==> src/core/bcrf_pkg.sv <==
/*
 Shared constants, register indices, decode types and the
 decode function of the banked register file.
 Assumes a single core clock and a plain register port.
*/
package bcrf_pkg;

	localparam int DATA_W     = 16;
	localparam int PC_W       = 20;
	localparam int TABLE_W    = 20;
	localparam int BUS_W      = 32;
	localparam int ADDR_W     = 5;
	localparam int NUM_BANKED = 7;
	localparam int NUM_BANKS  = 2;
	localparam int SLOT_W     = 3;

	// slots of the banked storage
	localparam logic [SLOT_W-1:0] SLOT_DATA_ZERO  = 3'h0;
	localparam logic [SLOT_W-1:0] SLOT_DATA_ONE   = 3'h1;
	localparam logic [SLOT_W-1:0] SLOT_DATA_TWO   = 3'h2;
	localparam logic [SLOT_W-1:0] SLOT_DATA_THREE = 3'h3;
	localparam logic [SLOT_W-1:0] SLOT_ADDR_ZERO  = 3'h4;
	localparam logic [SLOT_W-1:0] SLOT_ADDR_ONE   = 3'h5;
	localparam logic [SLOT_W-1:0] SLOT_FRAME_BASE = 3'h6;

	// register port indices
	localparam logic [ADDR_W-1:0] OFS_DATA_ZERO      = 5'h00;
	localparam logic [ADDR_W-1:0] OFS_DATA_ONE       = 5'h01;
	localparam logic [ADDR_W-1:0] OFS_DATA_TWO       = 5'h02;
	localparam logic [ADDR_W-1:0] OFS_DATA_THREE     = 5'h03;
	localparam logic [ADDR_W-1:0] OFS_ADDR_ZERO      = 5'h04;
	localparam logic [ADDR_W-1:0] OFS_ADDR_ONE       = 5'h05;
	localparam logic [ADDR_W-1:0] OFS_FRAME_BASE     = 5'h06;
	localparam logic [ADDR_W-1:0] OFS_PROGRAM_CNT    = 5'h07;
	localparam logic [ADDR_W-1:0] OFS_FLAGS          = 5'h08;
	localparam logic [ADDR_W-1:0] OFS_USER_STACK     = 5'h09;
	localparam logic [ADDR_W-1:0] OFS_INT_STACK      = 5'h0A;
	localparam logic [ADDR_W-1:0] OFS_STATIC_BASE    = 5'h0B;
	localparam logic [ADDR_W-1:0] OFS_VECTOR_BASE    = 5'h0C;
	localparam logic [ADDR_W-1:0] OFS_ACTIVE_STACK   = 5'h0D;
	localparam logic [ADDR_W-1:0] OFS_ZERO_LOW_BYTE  = 5'h10;
	localparam logic [ADDR_W-1:0] OFS_ZERO_HIGH_BYTE = 5'h11;
	localparam logic [ADDR_W-1:0] OFS_ONE_LOW_BYTE   = 5'h12;
	localparam logic [ADDR_W-1:0] OFS_ONE_HIGH_BYTE  = 5'h13;
	localparam logic [ADDR_W-1:0] OFS_PAIR_LOW_WIDE  = 5'h18;
	localparam logic [ADDR_W-1:0] OFS_PAIR_HIGH_WIDE = 5'h19;
	localparam logic [ADDR_W-1:0] OFS_ADDR_PAIR_WIDE = 5'h1A;

	// flag register layout
	localparam int                FLG_BANK_BIT   = 4;
	localparam int                FLG_STACK_BIT  = 7;
	localparam logic [DATA_W-1:0] FLG_WRITE_MASK = 16'h70FF;

	// values after reset
	localparam logic [DATA_W-1:0]  RST_WORD   = 16'h0000;
	localparam logic [PC_W-1:0]    RST_PC     = 20'h00000;
	localparam logic [TABLE_W-1:0] RST_TABLE  = 20'h00000;
	localparam logic [BUS_W-1:0]   RST_RDATA  = 32'h00000000;

	typedef enum logic [2:0] {
		ACC_NONE = 3'b000,
		ACC_WORD = 3'b001,
		ACC_BYTE = 3'b010,
		ACC_WIDE = 3'b011,
		ACC_CORE = 3'b100
	} bcrf_kind_t;

	typedef struct packed {
		bcrf_kind_t        kind;
		logic [SLOT_W-1:0] slot;
		logic [SLOT_W-1:0] hi_slot;
		logic              high_byte;
	} bcrf_dec_t;

	typedef struct packed {
		logic [NUM_BANKS-1:0][NUM_BANKED-1:0][DATA_W-1:0] regs;
	} bcrf_bank_state_t;

	typedef struct packed {
		logic [DATA_W-1:0] user_sp;
		logic [DATA_W-1:0] int_sp;
	} bcrf_stack_state_t;

	function automatic bcrf_dec_t bcrf_decode(input logic [ADDR_W-1:0] a);
		bcrf_dec_t d;
		d = '{kind: ACC_NONE, slot: SLOT_DATA_ZERO, hi_slot: SLOT_DATA_ZERO, high_byte: 1'b0};
		case (a)
			OFS_DATA_ZERO, OFS_DATA_ONE, OFS_DATA_TWO, OFS_DATA_THREE,
			OFS_ADDR_ZERO, OFS_ADDR_ONE, OFS_FRAME_BASE: begin
				d.kind = ACC_WORD;
				d.slot = a[SLOT_W-1:0];
			end
			OFS_ZERO_LOW_BYTE, OFS_ZERO_HIGH_BYTE,
			OFS_ONE_LOW_BYTE, OFS_ONE_HIGH_BYTE: begin
				d.kind      = ACC_BYTE;
				d.slot      = a[1] ? SLOT_DATA_ONE : SLOT_DATA_ZERO;
				d.high_byte = a[0];
			end
			OFS_PAIR_LOW_WIDE: begin
				d.kind    = ACC_WIDE;
				d.slot    = SLOT_DATA_ZERO;
				d.hi_slot = SLOT_DATA_TWO;
			end
			OFS_PAIR_HIGH_WIDE: begin
				d.kind    = ACC_WIDE;
				d.slot    = SLOT_DATA_ONE;
				d.hi_slot = SLOT_DATA_THREE;
			end
			OFS_ADDR_PAIR_WIDE: begin
				d.kind    = ACC_WIDE;
				d.slot    = SLOT_ADDR_ZERO;
				d.hi_slot = SLOT_ADDR_ONE;
			end
			OFS_PROGRAM_CNT, OFS_FLAGS, OFS_USER_STACK, OFS_INT_STACK,
			OFS_STATIC_BASE, OFS_VECTOR_BASE, OFS_ACTIVE_STACK: begin
				d.kind = ACC_CORE;
			end
			default: begin
				d.kind = ACC_NONE;
			end
		endcase
		return d;
	endfunction

endpackage

==> src/core/bcrf_bank_if.sv <==
/*
 Carrier between the register file top and its banked storage.
 Assumes both ends sit on the same core clock.
*/
`timescale 1ns/1ps
interface bcrf_bank_if;
	import bcrf_pkg::*;
	logic                               bank;
	logic [1:0]                         lo_mask;
	logic [SLOT_W-1:0]                  lo_slot;
	logic [DATA_W-1:0]                  lo_data;
	logic [1:0]                         hi_mask;
	logic [SLOT_W-1:0]                  hi_slot;
	logic [DATA_W-1:0]                  hi_data;
	logic [NUM_BANKED-1:0][DATA_W-1:0]  view;

	modport ctrl  (output bank, lo_mask, lo_slot, lo_data, hi_mask, hi_slot, hi_data,
	               input view);
	modport store (input bank, lo_mask, lo_slot, lo_data, hi_mask, hi_slot, hi_data,
	               output view);
endinterface

==> src/core/bcrf_bank.sv <==
/*
 Two banks of the seven banked registers with byte-lane writes.
 Assumes at most two slots are written per cycle, always distinct.
*/
`timescale 1ns/1ps
module bcrf_bank
	import bcrf_pkg::*;
(
	// clock and reset
	input wire logic core_clk,
	input wire logic rstn,
	// storage side of the carrier
	bcrf_bank_if.store bus
);

	bcrf_bank_state_t state_reg;
	bcrf_bank_state_t state_next;

	always_comb begin
		state_next = state_reg;
		for (int s = 0; s < NUM_BANKED; s++) begin
			for (int l = 0; l < 2; l++) begin
				// untouched lane keeps its byte
				if (bus.lo_mask[l] && bus.lo_slot == SLOT_W'(s)) begin
					state_next.regs[bus.bank][s][l*8 +: 8] = bus.lo_data[l*8 +: 8];
				end
				if (bus.hi_mask[l] && bus.hi_slot == SLOT_W'(s)) begin
					state_next.regs[bus.bank][s][l*8 +: 8] = bus.hi_data[l*8 +: 8];
				end
			end
		end
	end

	always_ff @(posedge core_clk) begin
		if (!rstn) begin
			state_reg <= '0;
		end else begin
			state_reg <= state_next;
		end
	end

	assign bus.view = state_reg.regs[bus.bank];

endmodule

==> src/core/bcrf_stack.sv <==
/*
 User and interrupt stack pointers with active selection.
 Assumes the select flag comes from the flag register.
*/
`timescale 1ns/1ps
module bcrf_stack
	import bcrf_pkg::*;
(
	// clock and reset
	input  wire logic              core_clk,
	input  wire logic              rstn,
	// control
	input  wire logic              use_user,
	input  wire logic              wr_user,
	input  wire logic              wr_int,
	input  wire logic [DATA_W-1:0] wdata,
	// values
	output logic      [DATA_W-1:0] user_sp,
	output logic      [DATA_W-1:0] int_sp,
	output logic      [DATA_W-1:0] active_sp
);

	bcrf_stack_state_t state_reg;
	bcrf_stack_state_t state_next;

	always_comb begin
		state_next = state_reg;
		if (wr_user) begin
			state_next.user_sp = wdata;
		end
		if (wr_int) begin
			state_next.int_sp = wdata;
		end
	end

	always_ff @(posedge core_clk) begin
		if (!rstn) begin
			state_reg <= '{user_sp: RST_WORD, int_sp: RST_WORD};
		end else begin
			state_reg <= state_next;
		end
	end

	assign user_sp   = state_reg.user_sp;
	assign int_sp    = state_reg.int_sp;
	assign active_sp = use_user ? state_reg.user_sp : state_reg.int_sp;

endmodule

==> src/core/bcrf_top.sv <==
/*
 Register file of a 16-bit core: banked data, address and frame
 registers, program counter, flags, stacks, static and table bases.
 Assumes the datapath drives the plain register port on core_clk,
 never both strobes at once; read data stand one cycle after.

*/
`timescale 1ns/1ps
module bcrf_top
	import bcrf_pkg::*;
(
	// clock and reset
	input  wire logic               core_clk,
	input  wire logic               rstn,
	// register port
	input  wire logic [ADDR_W-1:0]  reg_addr,
	input  wire logic [BUS_W-1:0]   reg_wdata,
	input  wire logic               reg_wr,
	input  wire logic               reg_rd,
	output logic      [BUS_W-1:0]   reg_rdata,
	// program counter advance
	input  wire logic               pc_advance,
	input  wire logic [3:0]         pc_step,
	// addressing bases
	output logic      [DATA_W-1:0]  addr_zero_base,
	output logic      [DATA_W-1:0]  addr_one_base,
	output logic      [BUS_W-1:0]   addr_wide_base,
	output logic      [DATA_W-1:0]  frame_base_out,
	output logic      [DATA_W-1:0]  static_base_out,
	output logic      [DATA_W-1:0]  stack_pointer_out,
	output logic      [TABLE_W-1:0] vector_table_base,
	output logic      [PC_W-1:0]    program_counter,
	// flag state
	output logic      [DATA_W-1:0]  flags_out,
	output logic                    bank_select,
	output logic                    stack_select
);

	typedef struct packed {
		logic [PC_W-1:0]    pc;
		logic [DATA_W-1:0]  flags;
		logic [DATA_W-1:0]  static_base;
		logic [TABLE_W-1:0] table_base;
		logic [BUS_W-1:0]   rdata;
	} bcrf_top_state_t;

	bcrf_top_state_t   state_reg;
	bcrf_top_state_t   state_next;
	bcrf_dec_t         dec;
	logic [BUS_W-1:0]  read_word;
	logic              sp_wr_user;
	logic              sp_wr_int;
	logic [DATA_W-1:0] user_sp;
	logic [DATA_W-1:0] int_sp;
	logic [DATA_W-1:0] active_sp;

	logic [DATA_W-1:0] lo_word;
	logic [DATA_W-1:0] hi_word;
	logic [BUS_W-1:0]  core_word;
	logic              wr_pc;
	logic              wr_flags;
	logic              wr_static;
	logic              wr_table;

	bcrf_bank_if bank_bus ();

	function automatic logic [DATA_W-1:0] slot_value(
		input logic [NUM_BANKED-1:0][DATA_W-1:0] v,
		input logic [SLOT_W-1:0]                 s
	);
		return v[s];
	endfunction

	assign dec = bcrf_decode(reg_addr);

	// words of the selected bank named by the decode
	assign lo_word = slot_value(bank_bus.view, dec.slot);
	assign hi_word = slot_value(bank_bus.view, dec.hi_slot);

	// banked storage follows the live bank flag
	assign bank_bus.bank = state_reg.flags[FLG_BANK_BIT];

	always_comb begin
		bank_bus.lo_mask = 2'b00;
		bank_bus.hi_mask = 2'b00;
		bank_bus.lo_slot = dec.slot;
		bank_bus.hi_slot = dec.hi_slot;
		bank_bus.lo_data = reg_wdata[DATA_W-1:0];
		bank_bus.hi_data = reg_wdata[BUS_W-1:DATA_W];
		if (reg_wr) begin
			case (dec.kind)
				ACC_WORD: begin
					bank_bus.lo_mask = 2'b11;
				end
				ACC_BYTE: begin
					// byte sits in the low bits of the write data
					bank_bus.lo_mask = dec.high_byte ? 2'b10 : 2'b01;
					bank_bus.lo_data = {reg_wdata[7:0], reg_wdata[7:0]};
				end
				ACC_WIDE: begin
					bank_bus.lo_mask = 2'b11;
					bank_bus.hi_mask = 2'b11;
				end
				default: begin
					bank_bus.lo_mask = 2'b00;
				end
			endcase
		end
	end

	// one store holds both copies; the flag picks the live one
	bcrf_bank u_bank (
		.core_clk (core_clk),
		.rstn     (rstn),
		.bus      (bank_bus)
	);

	// the alias writes whichever pointer the flag selects
	always_comb begin
		sp_wr_user = 1'b0;
		sp_wr_int  = 1'b0;
		if (reg_wr) begin
			case (reg_addr)
				OFS_USER_STACK: begin
					sp_wr_user = 1'b1;
				end
				OFS_INT_STACK: begin
					sp_wr_int = 1'b1;
				end
				OFS_ACTIVE_STACK: begin
					sp_wr_user = state_reg.flags[FLG_STACK_BIT];
					sp_wr_int  = !state_reg.flags[FLG_STACK_BIT];
				end
				default: begin
					sp_wr_user = 1'b0;
				end
			endcase
		end
	end

	// select flag is live: a flag write moves the pointer next cycle
	bcrf_stack u_stack (
		.core_clk  (core_clk),
		.rstn      (rstn),
		.use_user  (state_reg.flags[FLG_STACK_BIT]),
		.wr_user   (sp_wr_user),
		.wr_int    (sp_wr_int),
		.wdata     (reg_wdata[DATA_W-1:0]),
		.user_sp   (user_sp),
		.int_sp    (int_sp),
		.active_sp (active_sp)
	);

	// unbanked registers, zero-extended to the bus
	always_comb begin
		core_word = '0;
		case (reg_addr)
			OFS_PROGRAM_CNT: begin
				core_word = {12'h000, state_reg.pc};
			end
			OFS_FLAGS: begin
				core_word = {16'h0000, state_reg.flags};
			end
			OFS_USER_STACK: begin
				core_word = {16'h0000, user_sp};
			end
			OFS_INT_STACK: begin
				core_word = {16'h0000, int_sp};
			end
			OFS_STATIC_BASE: begin
				core_word = {16'h0000, state_reg.static_base};
			end
			OFS_VECTOR_BASE: begin
				core_word = {12'h000, state_reg.table_base};
			end
			OFS_ACTIVE_STACK: begin
				core_word = {16'h0000, active_sp};
			end
			default: begin
				core_word = '0;
			end
		endcase
	end

	// read mux over the selected bank and the unbanked registers
	// unmapped indices fall to the default and read back zero
	always_comb begin
		read_word = '0;
		case (dec.kind)
			ACC_WORD: begin
				read_word = {16'h0000, lo_word};
			end
			ACC_BYTE: begin
				if (dec.high_byte) begin
					read_word = {24'h000000, lo_word[15:8]};
				end else begin
					read_word = {24'h000000, lo_word[7:0]};
				end
			end
			ACC_WIDE: begin
				read_word = {hi_word, lo_word};
			end
			ACC_CORE: begin
				read_word = core_word;
			end
			default: begin
				read_word = '0;
			end
		endcase
	end

	// one enable per unbanked core register
	always_comb begin
		wr_pc     = 1'b0;
		wr_flags  = 1'b0;
		wr_static = 1'b0;
		wr_table  = 1'b0;
		if (reg_wr) begin
			case (reg_addr)
				OFS_PROGRAM_CNT: begin
					wr_pc = 1'b1;
				end
				OFS_FLAGS: begin
					wr_flags = 1'b1;
				end
				OFS_STATIC_BASE: begin
					wr_static = 1'b1;
				end
				OFS_VECTOR_BASE: begin
					wr_table = 1'b1;
				end
				default: begin
					// an unmapped index matches nothing and writes nothing
					wr_pc = 1'b0;
				end
			endcase
		end
	end

	always_comb begin
		state_next = state_reg;
		// read data valid only in the cycle after the strobe
		state_next.rdata = reg_rd ? read_word : RST_RDATA;
		// advance wraps at the counter width
		if (pc_advance) begin
			state_next.pc = state_reg.pc + PC_W'(pc_step);
		end
		if (wr_pc) begin
			// a load beats an advance in the same cycle
			state_next.pc = reg_wdata[PC_W-1:0];
		end
		if (wr_flags) begin
			// reserved bits stay zero
			state_next.flags = reg_wdata[DATA_W-1:0] & FLG_WRITE_MASK;
		end
		if (wr_static) begin
			state_next.static_base = reg_wdata[DATA_W-1:0];
		end
		if (wr_table) begin
			state_next.table_base = reg_wdata[TABLE_W-1:0];
		end
	end

	// synchronous reset clears every unbanked register and the read data
	always_ff @(posedge core_clk) begin
		if (!rstn) begin
			state_reg <= '{pc: RST_PC, flags: RST_WORD, static_base: RST_WORD,
			               table_base: RST_TABLE, rdata: RST_RDATA};
		end else begin
			state_reg <= state_next;
		end
	end

	// banked bases follow the selected bank with no extra cycle
	assign reg_rdata         = state_reg.rdata;
	assign addr_zero_base    = bank_bus.view[SLOT_ADDR_ZERO];
	assign addr_one_base     = bank_bus.view[SLOT_ADDR_ONE];
	assign addr_wide_base    = {bank_bus.view[SLOT_ADDR_ONE],
	                            bank_bus.view[SLOT_ADDR_ZERO]};
	assign frame_base_out    = bank_bus.view[SLOT_FRAME_BASE];
	assign static_base_out   = state_reg.static_base;
	assign stack_pointer_out = active_sp;
	assign vector_table_base = state_reg.table_base;
	assign program_counter   = state_reg.pc;
	assign flags_out         = state_reg.flags;
	assign bank_select       = state_reg.flags[FLG_BANK_BIT];
	assign stack_select      = state_reg.flags[FLG_STACK_BIT];

endmodule

==> config.mk <==
export PLATFORM = sky130hd
export DESIGN_NAME = bcrf_top
export DESIGN_NICKNAME = d
export VERILOG_FILES = /design/src/core/bcrf_pkg.sv /design/src/core/bcrf_bank_if.sv /design/src/core/bcrf_bank.sv /design/src/core/bcrf_stack.sv /design/src/core/bcrf_top.sv
export SDC_FILE = /design/constraint.sdc
export NUM_CORES = 1
export LEC_CHECK = 0
export ABC_AREA = 1
export BUFFER_PORTS_ARGS = -buffer_cell sky130_fd_sc_hd__buf_2
export CAP_MARGIN = 20
export CORE_ASPECT_RATIO = 0.75
export CORE_MARGIN = 4
export CORE_UTILIZATION = 46
export CTS_CLUSTER_SIZE = 40
export DETAILED_ROUTE_END_ITERATION = 16
export GPL_ROUTABILITY_DRIVEN = 0
export PLACE_DENSITY = 0.63
export REMOVE_ABC_BUFFERS = 1
export SYNTH_ARGS = -nofsm -noshare
export SYNTH_HDL_FRONTEND = slang
export SYNTH_SLANG_ARGS = --single-unit
==> constraint.sdc <==
create_clock -name core_clk -period 3.12 [get_ports core_clk]
set_clock_uncertainty 0.05 [all_clocks]
set_input_delay 0.156 -clock core_clk [delete_from_list [all_inputs] [get_ports core_clk]]
set_output_delay 0.156 -clock core_clk [all_outputs]
set_load 0.05 [all_outputs]
# --- Word-level counts from Yosys, hierarchy flattened ---
# Index checks and enable logic that the tools add are counted.
word_totals:
  ff_bits: 355
classes:
  mux: 120
  add_sub_neg: 1
  n_reduce_logical: 40
  magnitude_cmp: 4
  n_eq_ne: 36
op_table:
  columns: ["operator", "n"]
  rows:
  - ["224-bit bitwise mux", 28]
  - ["224-bit 2-to-1 mux", 28]
  - ["112-bit demux with 1-bit select", 14]
  - ["112-bit 2-to-1 mux", 3]
  - ["20-bit case mux with 7 select lines", 1]
  - ["32-bit case mux with 4 select lines", 1]
  - ["104-bit 2-to-1 mux", 1]
  - ["16-bit binary-select mux with 3-bit select", 2]
  - ["16-bit 2-to-1 mux", 6]
  - ["96-bit 2-to-1 mux", 1]
  - ["88-bit 2-to-1 mux", 1]
  - ["80-bit 2-to-1 mux", 1]
  - ["72-bit 2-to-1 mux", 1]
  - ["64-bit 2-to-1 mux", 1]
  - ["56-bit 2-to-1 mux", 1]
  - ["48-bit 2-to-1 mux", 1]
  - ["20-bit 2-to-1 mux", 2]
  - ["40-bit 2-to-1 mux", 1]
  - ["5-bit equality test, second input constant", 7]
  - ["32-bit 2-to-1 mux", 1]
  - ["5-bit by 4-bit equality test with 1-bit output, second input constant", 6]
  - ["1-bit logical AND", 29]
  - ["24-bit 2-to-1 mux", 1]
  - ["3-bit case mux with 4 select lines", 2]
  - ["other kinds (25)", 61]

# --- Logic depth before layout (Yosys ltp) ---
depth:
  word_depth: 63
  depth_mapped: 17
  mapped_depth_nobuf: 14

# --- Hierarchy ---
# A second synthesis with hierarchy kept.
unflattened:
  cells_unflattened: 4224
  area_unflattened_um2: 24253.3
modules_own_cells:
  columns: ["module", "area_per_inst_um2", "cells_each", "seq_area_each_um2", "n_inst"]
  rows:
  - ["bcrf_bank", 15102.0, 2731, 4484.3, 1]
  - ["bcrf_top", 7646.1, 1257, 1981.9, 1]
  - ["bcrf_stack", 1505.2, 236, 640.6, 1]

# --- Worst setup path after synthesis ---
# OpenSTA, ideal clock, no wires.
synth_path:
  path_type: "register to register"
  from: "register state_reg (netlist bit flags_out[4])"
  to: "register state_reg (netlist bit reg_rdata[5])"
  t_arrival_ns: 2.703
  path_stages_with_launch: 12
  required_time_ns: 3.014
  slack_ns: 0.311
  path_buffers: 2
  path_cell_list: "dfxtp_1 > buf_2 > buf_2 > o21ai_0 > nand4_1 > a21oi_1 > nand2_1 > nand2_1 > nand2_1 > nand3_1 > nand2_1 > inv_1"
synth_via:
  elab_chain_len: 6
synth_lines:
  columns: ["element", "line", "text"]
  rows:
  - ["from (decl)", "bcrf_top.sv:47", "bcrf_top_state_t state_reg;"]
  - ["from (signal assigned)", "bcrf_top.sv:267", "state_reg <= '{pc: RST_PC, flags: RST_WORD, static_base: RST_WORD,"]
  - ["from (signal assigned)", "bcrf_top.sv:270", "state_reg <= state_next;"]
  - ["112-bit 2-to-1 mux (not written as such) (*) (2 in a row)", "bcrf_bank.sv:42", "assign bus.view = state_reg.regs[bus.bank];"]
  - ["net frame_base_out[5]", "bcrf_top.sv:28", "output logic [DATA_W-1:0] frame_base_out,"]
  - ["16-bit binary-select mux with 3-bit select (*)", "bcrf_top.sv:71", "return v[s];"]
  - ["16-bit 2-to-1 mux (not written as such) (*)", "bcrf_top.sv:71", null]
  - ["8-bit 2-to-1 mux", "bcrf_top.sv:194", "if (dec.high_byte) begin"]
  - ["32-bit case mux with 4 select lines (*)", "bcrf_top.sv:189", "case (dec.kind)"]
# Mark *: on every way through the listed nets, which the timed path passes. The rest lies on a longest branch. The select of a mux whose other input is x is not followed.
# A chain may end at the register's enable or synchronous reset.

# --- Final worst setup path ---
layout_path:
  from: "register state_reg (netlist bit flags_out[4])"
  to: "output addr_one_base[11]"
layout_via:
  elab_chain_len: 2
layout_lines:
  columns: ["element", "line", "text"]
  rows:
  - ["112-bit 2-to-1 mux (not written as such) (2 in a row)", "bcrf_bank.sv:42", null]
  - ["to (decl)", "bcrf_top.sv:26", "output logic [DATA_W-1:0] addr_one_base,"]
# Every way passes these cells. The select of a mux whose other input is x is not followed.

==> impl_metrics.env <==
export IMPL_grt_pass1_vias=18500
export IMPL_post_cts_resized=0
export IMPL_clock_sinks=355
export IMPL_area_growth_pct=17.06
export IMPL_status="complete, no violations"
export IMPL_placeableCoreArea_um2=39570
export IMPL_power_density_nw_per_um2=489.7
export IMPL_path_clk_slew_ns=0.06
export IMPL_synth_top_area_share_pct=38.46
export IMPL_synth_cell_types=49
export IMPL_antenna_found_initial=2
export IMPL_grt_pass1_wl_mm=114.6
export IMPL_wl_per_cell_um=21.73
export IMPL_ys_warn_count=0
export IMPL_avgSynthCellArea_um2=6.573
export IMPL_hold_viol_final=0
export IMPL_viasPerCell=5.831
export IMPL_synth_common_cells="nand2_1 (802), a21oi_1 (364), dfxtp_1 (355)"
export IMPL_synth_area_leader_cell="dfxtp_1"
export IMPL_numCtsBuffers=38
export IMPL_finalCritPeriodShare_pct=99.33
export IMPL_grt_usage_pct=33.76
export IMPL_ys_ff_latch=355
export IMPL_synth_ff_type="dfxtp_1"
export IMPL_drive_above_1_share_pct=15.88
export IMPL_cts_max_level=2
export IMPL_fmax_mhz=322.7
export IMPL_dieWidth_um=239.4
export IMPL_grt_max_degree=88
export IMPL_crit_path_start_kind="register"
export IMPL_cp_arrival_ns=2.89
export IMPL_drt_wl_total_mm=77.06
export IMPL_irDropWorstVdd_v=0.0003758
export IMPL_start_util_pct=46.69
export IMPL_drv_cap=0
export IMPL_timing_worst_setup_path_type="reg2out"
export IMPL_synthesis_area_um2=18480
export IMPL_drt_drc_violations_left=0
export IMPL_cts_root_buf="clkbuf_16"
export IMPL_drv_slew=0
export IMPL_required_ns=2.91
export IMPL_vias=20680
export IMPL_fp_row_count=63
export IMPL_yosysSeqAreaShare_pct=38.46
export IMPL_worstSkewPairLatency_ns=0.56
export IMPL_cts_buffer_depth=3
export IMPL_dpl_hpwl_mm=55.93
export IMPL_nFillCells=3898
export IMPL_ys_top_cells_by_area="dfxtp_1 (38%), nand2_1 (16%), a21oi_1 (9.9%)"
export IMPL_drt_pass1_iterations=6
export IMPL_min_period_ns=3.099
export IMPL_dieArea_um2=43470
export IMPL_synth_most_common_cell="nand2_1"
export IMPL_drt_antenna_violating_nets=0
export IMPL_setup_tns_final_ns=0
export IMPL_drt_iter0_drc=3225
export IMPL_multi_input_area_um2=9503
export IMPL_utilization_pct=54.66
export IMPL_synth_edff_count=0
export IMPL_cts_tree="built"
export IMPL_critPathMaxFanout=41
export IMPL_maxSlewHeadroom_pct=24.23
export IMPL_rsz0062_at_grt="no"
export IMPL_worst_pin_slew_ns=1.132
export IMPL_die_h_um=181.6
export IMPL_crit_path_end_kind="primary output"
export IMPL_hold_path_class="in2reg"
export IMPL_setup_violations=0
export IMPL_fin_nets=3047
export IMPL_gr_total_overflow=0
export IMPL_async_reset_ff_share_pct=0
export IMPL_seqCellArea_um2=7111
export IMPL_io_pins=248
export IMPL_syn_instance_count=2811
export IMPL_io_buffers=242
export IMPL_total_leakage_power_nw=9.362
-- cells in the final DEF, fill, tap and decap left out, drive strengths merged, types with 5 or more instances in the layout --
cell type	n
conb	5
or2	51
o211ai	15
dlygate4sd3	26
nand4	21
nor2	168
inv	240
a31oi	14
clkbuf	54
nand2	807
clkinv	9
dfxtp	355
buf	320
nor3	29
xor2	8
o22ai	24
a21oi	364
mux2i	16
nand3	102
a22oi	38
o221ai	6
o21ai	323
-- stage by stage --
stage | cell area, um2 | hold WS [ns] | cells | power [mW] | setup WS, ns
2_1_floorplan | 17520 | 0.2036 | 2610 | 5.352 | -5.660
3_3_place_gp | 20060 | 0.3935 | 3450 | 5.799 | 0.3258
3_5_place_dp | 20060 | 0.4006 | 3450 | 5.806 | 0.1870
4_1_cts | 21620 | 0.009414 | 3543 | 10.56 | 0.1669
5_1_grt | 21630 | 0.03736 | 3545 | 10.85 | 0.03095
6_report | 21630 | 0.02241 | 3546 | 10.59 | 0.02090
-- area by class of cell --
type,instances,share of cell area (%)
clock inverter,13,0.9140
tap,520,3.008
antenna,3,0.03471
timing repair buffer,346,9.869
inverter,244,4.264
clock buffer,54,5.097
multi-input combinational,2011,43.94
sequential,355,32.88
-- metal layers --
metal	part of all wire (%)	GRT usage, %	vias up
met4	4.0	11.97	0
li1	-	-	9564
met5	0	0	-
met3	12	7.167	213
met2	42	49.01	1329
met1	42	49.40	9571
-- critical path, stage by stage (launching register included) --
cell	delay [ns]
dfxtp_4	0.56
clkinv_2	0.27
buf_12	0.24
or2_2	0.29
o21ai_0	0.37
inv_1	0.27
buf_2	0.30
-- kinds of logic after synthesis --
logic type                 count (synthesis)  synth area share (%)
xor gates and xnor gates                   9                0.4267
and+or+nand+nor                         1185                 26.95
AOI/OAI and AO/OA                        791                 22.67
other                                      1               0.02030
buffers and inverters                    449                 10.23
DFF                                      355                 38.46
muxes                                     16                0.8668
adders and majority gates                  5                0.3792
-- what timing repair did --
item                       4_1_cts  5_1_grt
buffers inserted                 0        0
setup endpoints to repair        0        0
hold buffers                    26        0
hold endpoints to repair       108        0
-- power by group --
group	internal [mW]	leakage (nW)	switching [mW]
Clock	2.81	0.623	2.01
Sequential	4.58	2.86	0.0356
Combinational	0.282	5.87	0.874
Total	7.67	9.36	2.92
-- path summary, 6_finish.rpt --
check | from | end | slack [ns] | cells past startpoint
hold / removal | pc_step[0] | program_counter[0] | 0.02 | 6
setup reg to reg | flags_out[4] | reg_rdata[3] | 0.37 | 11
hold reg to reg | register | register | 0.41 | 2
setup / recovery | flags_out[4] | addr_one_base[11] | 0.02 | 6
Note: power is estimated with default switching activity, not from simulation.
